[src/hw/uab_defines.vh]
// Register map, field positions, reset values and rate constants for the autobaud/wake block
`ifndef UAB_DEFINES_VH
`define UAB_DEFINES_VH
// Register offsets
`define UAB_OFS_CTRL 4'h0
`define UAB_OFS_DIV_LO 4'h1
`define UAB_OFS_DIV_HI 4'h2
`define UAB_OFS_RXBUF 4'h3
`define UAB_OFS_STAT 4'h4
// Control register fields
`define UAB_CTL_AB_EN 0
`define UAB_CTL_AB_OVF 1
`define UAB_CTL_WAKE_EN 2
`define UAB_CTL_WIDE 3
`define UAB_CTL_HSPD 4
`define UAB_CTL_SYNC 5
// Status register fields
`define UAB_ST_RXFLAG 0
`define UAB_ST_RXIDLE 1
`define UAB_ST_SLEEP 2
// Reset values
`define UAB_CTRL_RST 8'h00
`define UAB_DIV_RST 16'h0000
// Base clock prescales and autobaud slowdown
`define UAB_PRE_FAST 16'h0004
`define UAB_PRE_MID 16'h0010
`define UAB_PRE_SLOW 16'h0040
`define UAB_AB_SLOW 16'h0008
// Rising edges in a sync character
`define UAB_SYNC_EDGES 3'h5
`endif

[src/hw/uab_core.v]
// Autobaud measurement and wake-on-break logic of an asynchronous receiver
//
// Functional notes
// - Autobaud enable starts calibration, receiver idle
// - Count from first rise after start
// - Fifth rise: keep count, clear enable, flag
// - Receive buffer read clears receive flag
// - Base clock osc/4, /16, /64 by selects
// - Divisor counts at base clock over eight
// - Divisor pair one 16-bit counter
// - Counter starts at one
// - Overflow flags, counting continues to end
// - Overflow clears only with enable clear
// - Wake plus autobaud: measure next character
// - Sleep stops rate generator and reception
// - Wake only in asynchronous mode
// - Wake enable idles receiver, watches falling
// - Falling edge sets flag, also in sleep
// - Rising edge ends break, clears wake
// - Non-zero character low time wakes
//
// The plain strobed port and the register addresses are this design's own decisions.
`timescale 1ns/1ps
`include "uab_defines.vh"
module uab_core #(
   parameter DIV_W = 16
) (
   // Clock, enable, reset
   input wire clk_sys,
   input wire clk_en,
   input wire arst_n,
   // Register port
   input wire [3:0] reg_addr,
   input wire [7:0] reg_wdata,
   input wire reg_wr,
   input wire reg_rd,
   output reg [7:0] reg_rdata,
   // Line and power state
   input wire receive_pin,
   input wire sleep_mode,
   input wire [7:0] rx_data,
   // Status out
   output reg receive_flag,
   output reg receiver_idle_flag,
   output reg wake_event
);
   wire rx_line;
   reg rx_prev_r;
   wire awake_line;
   wire sleep_sync;
   reg [7:0] ctrl_r;
   reg [DIV_W-1:0] div_r;
   reg [15:0] pre_cnt_r;
   reg [2:0] edges_r;
   reg [1:0] ab_state_r;
   reg rx_flag_r;
   reg low_seen_r;
   reg [7:0] ctrl_nxt;
   reg [DIV_W-1:0] div_nxt;
   reg [1:0] ab_state_nxt;
   reg [2:0] edges_nxt;
   reg [15:0] pre_nxt;
   reg flag_set;
   reg [DIV_W:0] div_inc;

   localparam AB_IDLE = 2'b00;
   localparam AB_START = 2'b01;
   localparam AB_COUNT = 2'b10;

   // =============================================
   // Address decode
   function reg_hit;
      input [3:0] addr;
      input [3:0] ofs;
      begin
         reg_hit = (addr == ofs);
      end
   endfunction

   wire ab_en = ctrl_r[`UAB_CTL_AB_EN];
   wire wake_en = ctrl_r[`UAB_CTL_WAKE_EN];
   wire rx_rise = rx_line & ~rx_prev_r;
   wire rx_fall = ~rx_line & rx_prev_r;
   wire wr_ctrl = reg_wr && reg_hit(reg_addr, `UAB_OFS_CTRL);
   wire rd_buf = reg_rd && reg_hit(reg_addr, `UAB_OFS_RXBUF);
   // Divisor frozen while calibrating, or the count breaks
   wire wr_div_lo = reg_wr && !ab_en && reg_hit(reg_addr, `UAB_OFS_DIV_LO);
   wire wr_div_hi = reg_wr && !ab_en && reg_hit(reg_addr, `UAB_OFS_DIV_HI);
   wire [7:0] status_byte = {5'h00, sleep_sync, receiver_idle_flag, rx_flag_r};

   // =============================================
   // Rate selection
   // base clock divide select
   function [15:0] base_div;
      input wide;
      input hspd;
      begin
         if (wide && hspd) begin
            base_div = `UAB_PRE_FAST;
         end else if (wide || hspd) begin
            base_div = `UAB_PRE_MID;
         end else begin
            base_div = `UAB_PRE_SLOW;
         end
      end
   endfunction

   // autobaud tick at base over eight
   wire [31:0] ab_product = base_div(ctrl_r[`UAB_CTL_WIDE], ctrl_r[`UAB_CTL_HSPD]) * `UAB_AB_SLOW;
   wire [15:0] ab_period = ab_product[15:0];
   wire ab_tick = (pre_cnt_r == ab_period - 16'h0001);

   uab_rx_sync u_sync (
      .clk_sys(clk_sys),
      .arst_n(arst_n),
      .clk_en(clk_en),
      .line_in(receive_pin),
      .line_out(rx_line)
   );

   // Sleep passes the same filter; inverted so reset reads awake
   uab_rx_sync u_sleep_sync (
      .clk_sys(clk_sys),
      .arst_n(arst_n),
      .clk_en(clk_en),
      .line_in(~sleep_mode),
      .line_out(awake_line)
   );
   assign sleep_sync = ~awake_line;

   // =============================================
   // Next state
   always @* begin
      ctrl_nxt = ctrl_r;
      div_nxt = div_r;
      ab_state_nxt = ab_state_r;
      edges_nxt = edges_r;
      pre_nxt = pre_cnt_r;
      flag_set = 1'b0;
      div_inc = {1'b0, div_r} + {{DIV_W{1'b0}}, 1'b1};
      // Software control writes
      if (wr_ctrl) begin
         ctrl_nxt = reg_wdata;
         if (ab_en && reg_wdata[`UAB_CTL_AB_EN]) begin
            ctrl_nxt[`UAB_CTL_AB_OVF] = ctrl_r[`UAB_CTL_AB_OVF] | reg_wdata[`UAB_CTL_AB_OVF];
         end
         if (reg_wdata[`UAB_CTL_SYNC]) begin
            ctrl_nxt[`UAB_CTL_WAKE_EN] = 1'b0;
         end
      end
      if (wake_en) begin
         ab_state_nxt = AB_IDLE;
         pre_nxt = 16'h0000;
         if (rx_fall) begin
            flag_set = 1'b1;
         end
         if (rx_rise && low_seen_r) begin
            ctrl_nxt[`UAB_CTL_WAKE_EN] = 1'b0;
         end
      end else if (ab_en && !sleep_sync) begin
         case (ab_state_r)
            AB_IDLE: begin
               if (rx_fall) begin
                  ab_state_nxt = AB_START;
               end
            end
            AB_START: begin
               if (rx_rise) begin
                  ab_state_nxt = AB_COUNT;
                  div_nxt = {{(DIV_W-1){1'b0}}, 1'b1};
                  edges_nxt = 3'h1;
                  pre_nxt = 16'h0000;
               end
            end
            AB_COUNT: begin
               pre_nxt = ab_tick ? 16'h0000 : pre_cnt_r + 16'h0001;
               if (ab_tick) begin
                  div_nxt = div_inc[DIV_W-1:0];
                  if (div_inc[DIV_W]) begin
                     ctrl_nxt[`UAB_CTL_AB_OVF] = 1'b1;
                  end
               end
               if (rx_rise) begin
                  edges_nxt = edges_r + 3'h1;
                  if (edges_r + 3'h1 == `UAB_SYNC_EDGES) begin
                     // A tick on this edge still counts: result is ticks plus one
                     ctrl_nxt[`UAB_CTL_AB_EN] = 1'b0;
                     flag_set = 1'b1;
                     ab_state_nxt = AB_IDLE;
                  end
               end
            end
            default: begin
               ab_state_nxt = AB_IDLE;
            end
         endcase
      end else begin
         ab_state_nxt = AB_IDLE;
         pre_nxt = 16'h0000;
      end
      // Divisor writable when not calibrating
      if (wr_div_lo) begin
         div_nxt[7:0] = reg_wdata;
      end
      if (wr_div_hi) begin
         div_nxt[DIV_W-1:8] = reg_wdata[DIV_W-9:0];
      end
   end

   // =============================================
   // Line edge tracking
   // Previous level resets high, so idle gives no false edge
   always @(posedge clk_sys or negedge arst_n) begin
      if (!arst_n) begin
         rx_prev_r <= 1'b1;
         low_seen_r <= 1'b0;
      end else if (clk_en) begin
         rx_prev_r <= rx_line;
         // Break low seen before the closing rise
         // Stray rise before any fall must not end the wake
         low_seen_r <= wake_en & ~rx_line & (low_seen_r | rx_fall);
      end
   end

   // =============================================
   // State registers
   always @(posedge clk_sys or negedge arst_n) begin
      if (!arst_n) begin
         ctrl_r <= `UAB_CTRL_RST;
         div_r <= `UAB_DIV_RST;
         pre_cnt_r <= 16'h0000;
         edges_r <= 3'h0;
         ab_state_r <= AB_IDLE;
      end else if (clk_en) begin
         ctrl_r <= ctrl_nxt;
         div_r <= div_nxt;
         pre_cnt_r <= pre_nxt;
         edges_r <= edges_nxt;
         ab_state_r <= ab_state_nxt;
      end
   end

   // =============================================
   // Flags and status outputs
   always @(posedge clk_sys or negedge arst_n) begin
      if (!arst_n) begin
         rx_flag_r <= 1'b0;
         receive_flag <= 1'b0;
         receiver_idle_flag <= 1'b1;
         wake_event <= 1'b0;
      end else if (clk_en) begin
         // read clears, set wins
         // A read racing a new event must not lose it
         if (flag_set) begin
            rx_flag_r <= 1'b1;
            receive_flag <= 1'b1;
         end else if (rd_buf) begin
            rx_flag_r <= 1'b0;
            receive_flag <= 1'b0;
         end
         receiver_idle_flag <= (ab_state_nxt == AB_IDLE) && !(wake_en && !rx_line);
         wake_event <= wake_en & rx_fall;
      end
   end

   // =============================================
   // Register read port
   always @(posedge clk_sys or negedge arst_n) begin
      if (!arst_n) begin
         reg_rdata <= 8'h00;
      end else if (clk_en) begin
         // Data stand for one cycle, zero otherwise
         reg_rdata <= 8'h00;
         if (reg_rd) begin
            case (reg_addr)
               `UAB_OFS_CTRL: reg_rdata <= ctrl_r;
               `UAB_OFS_DIV_LO: reg_rdata <= div_r[7:0];
               // Top byte only; a wider counter is not readable
               `UAB_OFS_DIV_HI: reg_rdata <= div_r[DIV_W-1:DIV_W-8];
               `UAB_OFS_RXBUF: reg_rdata <= rx_data;
               `UAB_OFS_STAT: reg_rdata <= status_byte;
               default: reg_rdata <= 8'h00;
            endcase
         end
      end
   end
endmodule

[src/hw/uab_rx_sync.v]
// Three-stage synchroniser with agreement filter for the receive line
`timescale 1ns/1ps
module uab_rx_sync (
   // Clock and reset
   input wire clk_sys,
   input wire arst_n,
   input wire clk_en,
   // Line in, filtered level out
   input wire line_in,
   output reg line_out
);
   reg s1_r;
   reg s2_r;
   reg s3_r;

   // =============================================
   // Synchroniser
   // three-stage line sync
   always @(posedge clk_sys or negedge arst_n) begin
      if (!arst_n) begin
         s1_r <= 1'b1;
         s2_r <= 1'b1;
         s3_r <= 1'b1;
         line_out <= 1'b1;
      end else if (clk_en) begin
         s1_r <= line_in;
         s2_r <= s1_r;
         s3_r <= s2_r;
         // Change only once two late stages agree
         if (s2_r == s3_r) begin
            line_out <= s3_r;
         end
      end
   end
endmodule
[config.mk]
export PLATFORM = sky130hd
export DESIGN_NAME = uab_core
export DESIGN_NICKNAME = d
export VERILOG_FILES = /design/src/hw/uab_core.v /design/src/hw/uab_rx_sync.v
export VERILOG_INCLUDE_DIRS = /design/src /design/src/hw
export SDC_FILE = /design/constraint.sdc
export NUM_CORES = 1
export LEC_CHECK = 0
export BUFFER_PORTS_ARGS = -buffer_cell sky130_fd_sc_hd__buf_2
export CAP_MARGIN = 15
export CORE_UTILIZATION = 64
export DETAILED_ROUTE_END_ITERATION = 16
export HOLD_SLACK_MARGIN = 0.12
export PLACE_DENSITY = 0.85
export SYNTH_ARGS = -nofsm -noshare
export SYNTH_HDL_FRONTEND = slang
export SYNTH_HIERARCHICAL = 1
export SYNTH_SLANG_ARGS = --single-unit
[constraint.sdc]
create_clock -name clk_sys -period 6.6 [get_ports clk_sys]
set_clock_uncertainty 0.15 [all_clocks]
set_input_delay 1.65 -clock clk_sys [delete_from_list [all_inputs] [get_ports clk_sys]]
set_output_delay 1.65 -clock clk_sys [all_outputs]
set_load 0.01 [all_outputs]
# After elaboration in Yosys (flattened, before gate mapping)
# Index checks and enable logic that the tools add are counted.
# classes
add_sub_neg	4
eq_ne	20
muxes	46
bitwise	12
reduce_logical	32
# ops
cell	n
$mux W16	8
$pmux W16 S2	2
$pmux W8 S5	1
$mux W8	3
$mux W2	9
$reduce_and A6 Y1	3
$add A16 B1 Y17 const B	1
$add A16 B1 Y16 const B	1
$eq A16 B16 Y1	1
$mux W1	16
$sub A16 B1 Y16 const B	1
$mux W7	2
$ne A3 B3 Y1 const B	4
$logic_and A1 B1 Y1	11
$mux W3	3
$eq A4 B2 Y1 const B	2
$reduce_and A2 Y1	4
$reduce_bool A2 Y1	4
$pmux W2 S3	1
$pmux W3 S2	1
$reduce_bool A3 Y1	2
$and A1 B1 Y1	5
$not A1 Y1	5
$eq A4 B1 Y1 const B	1
other kinds (16)	23
# word_totals
regBits	66
output_inout_bits	11
wordCells	135

# Depth between registers and ports, before layout
# depth
word_depth	10
mapped_depth	9

# Hierarchy
# Netlist, hierarchy kept.
# by_module_without_submodules
module	n_inst	cells_each	area_per_inst_um2	seq_area_each_um2
uab_core	1	410	3552.2	1453.9
uab_rx_sync	2	10	161.4	105.1

# Least setup slack after synthesis
# No wires, ideal clock.
# synth_timing
kind	input to register
startpoint	in reg_addr[2]
endpoint	reg div_r[14]
arrival_time_ns	3.098
slack_ns	3.206
path_stages	8
path_buffers	2
cell_sequence	clkbuf_1 nor4b_1 and2_1 nand2b_1 clkbuf_1 a31oi_1 o21ai_0 o311ai_0
# synth_between
elab_chain_cells	4
word_cells_on_any_way	9
# synth_rtl
element	line	source
start: declaration	uab_core.v:33	input wire [3:0] reg_addr,
$eq A4 B2 Y1 *	uab_core.v:76	reg_hit = (addr == ofs);
$logic_and A1 B1 Y1 *	uab_core.v:88	wire wr_div_hi = reg_wr && !ab_en && reg_hit(reg_addr, `UAB_OFS_DIV_HI);
$ne A3 B3 Y1 (no source line), or another cell as far along	-	
$reduce_and A6 Y1 (no source line)	-	
end signal: assignment	uab_core.v:230	div_r <= `UAB_DIV_RST;
end signal: assignment	uab_core.v:236	div_r <= div_nxt;
end: declaration	uab_core.v:52	reg [DIV_W-1:0] div_r;
# Mark *: on every way between the ends. The rest lies on a longest branch, timed or not.
# A chain may end at the register's enable or synchronous reset.

# Final worst setup path
# layout_timing
startpoint	in clk_en
endpoint	reg pre_cnt_r[15]
# layout_between
elab_chain_cells	1
# layout_rtl
element	line	source
start: declaration	uab_core.v:30	input wire clk_en,
$reduce_and A3 Y1 (no source line)	-	
end signal: assignment	uab_core.v:237	pre_cnt_r <= pre_nxt;
end: declaration	uab_core.v:53	reg [15:0] pre_cnt_r;
# Every way passes these cells.

==> impl_metrics.tcl <==
set metrics [dict create \
    status "complete, no violations" \
    ioPinCount 38 \
    ctsResizeCount 0 \
    grt_usage_pct 32.5 \
    dp_slack_ps 2550 \
    grt-ovfl-total 0 \
    multi_input_area_um2 2030 \
    yosys_warnings 6 \
    clkSinkCount 66 \
    post_cts_buffers 0 \
    dieHeight_um 79.8 \
    wl_met2_um 4670 \
    rsz0062_at_grt "false" \
    min_period_ps 3720 \
    yosysSeqAreaShare_pct 42.9 \
    cp.required_ps 6640 \
    wl_per_cell_um 17.8 \
    cp_max_fo 44 \
    grt_max_degree 67 \
    initial_core_util_pct 68.3 \
    routed_via_density 6.59 \
    clk_path_buf_depth 2 \
    final_util_pct 75.8 \
    setup-tns-final_ps 0 \
    synth_area_um2 3870 \
    nFillCells 397 \
    ant_nets 0 \
    clkLatencyLatePin_ps 350 \
    coreArea_um2 5680 \
    root_buffer "clkbuf_8" \
    grt_pass1_wl_um 15700 \
    drt-met1-wl_um 3840 \
    async_reset_ff_share_pct 100 \
    firstDrtPassIters 5 \
    final_cell_mix "dfrtp_1 (56), nand2_1 (43), buf_2 (38)" \
    p_per_area_nw_per_um2 242 \
    cts_inserted_buffers 9 \
    num_vias 3558 \
    ir_worst_vdd_mv 0.154 \
    htree_levels 3 \
    wl_um 9600 \
    antenna_found_initial 0 \
    worst_pin_slew_ps 957 \
    p_leak_nw 1.89 \
    synthFlopType "dfrtp_1" \
    hold_viol_final 0 \
    io_buffers 37 \
    syn_nets 465 \
    clk_pin_slew_ps 70 \
    drc 0 \
    final_nets 498 \
    synth_edf_count 0 \
    setup_ws_ps 2880 \
    final_max_slew_viol_count 0 \
    cts_tree "yes" \
    slew_headroom_pct 35.9 \
    dieArea_um2 6370 \
    top_layer "met4" \
    area_growth_syn_to_layout_pct 11.0 \
    gp_congestion 0.973 \
    rows 27 \
    maxCapViolCount 0 \
    netlist-cell-type-count 57 \
    n_antenna_cell 0 \
    timing.fmax_mhz 269 \
    wl_met3_um 771 \
    fp.dieW_um 79.8 \
    dpl.hpwl_um 6660 \
    drt_iter0_drc 352 \
    seqCellArea_um2 1660 \
    holdWs_ps 345 \
    end_kind "register" \
    worstSetupPathType "in2reg" \
    drive_above_1_share_pct 17.5 \
    hold_path.class "reg2reg" \
    setup_viol 0 \
    grt_pass1_vias 3381 \
    syn_inst 430 \
    cts_hold_buf 0 \
    cp-start-kind "input port" \
    synth-seq-cells 66 \
    cp.arrival_ps 3750 \
    period_share_pct 56.3 \
    layout_commonest_cell "dfrtp_1" \
    avgSynthCellArea_um2 9.01 \
]
per-layer routing:
layer  vias to the layer above  track usage, %
met4                         0            14.8
met3                        36            7.77
met1                      1676            40.0
li1                       1644               -
met5                         -               0
met2                       202            53.9
synth_stat cells (6+ instances only):
master     n  share of area [%]
and3_1    14                2.3
clkbuf_1  11                1.1
inv_1     27                2.6
dfrtp_1   56                 36
nor3_1     7               0.90
ha_1       8                2.6
o21ai_0   20                2.6
o22ai_1    8                1.3
nand2_1   43                4.2
o21ai_1   18                2.3
nand3_1   22                2.8
a21oi_1   19                2.5
mux2_2     9                2.6
nor2b_1    6               0.97
nand4_1   11                1.8
xor2_1    10                2.3
nor2_1    37                3.6
dfstp_2   10                6.8
a31oi_1   10                1.6
report_power, final:
group	switching (mW)	leakage, nW	total (mW)	internal, mW
sequential	0.0497	0.852	0.504	0.455
combinational	0.0893	0.930	0.157	0.0675
clock	0.160	0.109	0.382	0.222
total	0.299	1.89	1.04	0.744
cells by family (layout without fill, tap and decap cells):
logic type,after synthesis,count (layout),share of synthesized area [%]
adder cells (fa/ha/maj),8,8,2.58
AND/OR/NAND/NOR,167,167,21.5
flip-flops,66,66,42.9
XOR/XNOR,12,12,2.71
multiplexers,17,17,6.30
buffers and inverters,44,82,4.68
AO/OA/AOI/OAI,116,116,19.2
cell type report:
| cell class | count | area share [%] |
|---|---|---|
| Sequential cell | 66 | 38.7 |
| Multi-Input combinational cell | 320 | 47.2 |
| Clock buffer | 11 | 3.29 |
| Clock inverter | 5 | 1.80 |
| Tap cell | 72 | 2.09 |
| Timing Repair Buffer | 39 | 4.60 |
| Inverter | 27 | 2.36 |
sequential cells by signal, indices dropped and copies added, names as in the netlist:
name and count:
ab_state_r 2, edges_r 3, rx_flag_r 1, div_r 16, u_sync/s2_r 1, pre_cnt_r 16, u_sleep_sync/s1_r 1, u_sync/line_out 1
low_seen_r 1, u_sleep_sync/s2_r 1, rx_prev_r 1, receiver_idle_flag 1, u_sleep_sync/s3_r 1, wake_event 1, u_sync/s3_r 1, u_sleep_sync/line_out 1
reg_rdata 8, u_sync/s1_r 1, ctrl_r 8
critical path, stage by stage:
cell and delay [ps]:
buf_2 600, o21ai_0 510, a31oi_1 840, nor2_1 140
worst paths after layout:
path                                           start                   endpoint  slack [ps]  cells after the start
max in group asynchronous                     arst_n   pre_cnt_r[0]$_DFFE_PN0P_        4430                      2
setup / recovery                              clk_en  pre_cnt_r[15]$_DFFE_PN0P_        2880                      4
hold / removal                 ctrl_r[5]$_DFFE_PN0P_      ctrl_r[5]$_DFFE_PN0P_         350                      2
setup reg to reg           pre_cnt_r[12]$_DFFE_PN0P_  pre_cnt_r[15]$_DFFE_PN0P_        3780                      5
min in group asynchronous                     arst_n   reg_rdata[3]$_DFFE_PN0P_        1320                      2
hold reg to reg                ctrl_r[5]$_DFFE_PN0P_      ctrl_r[5]$_DFFE_PN0P_         350                      2
through the flow:
| step | cell area [um^2] | power [mW] | instances |
|---|---|---|---|
| after floorplan | 3870 | 0.602 | 430 |
| after global placement | 4080 | 0.656 | 523 |
| after detailed placement | 4080 | 0.664 | 523 |
| after CTS | 4300 | 1.04 | 539 |
| after global routing | 4300 | 1.09 | 540 |
| final | 4300 | 1.04 | 540 |
Power figures use the tool's default switching activity.
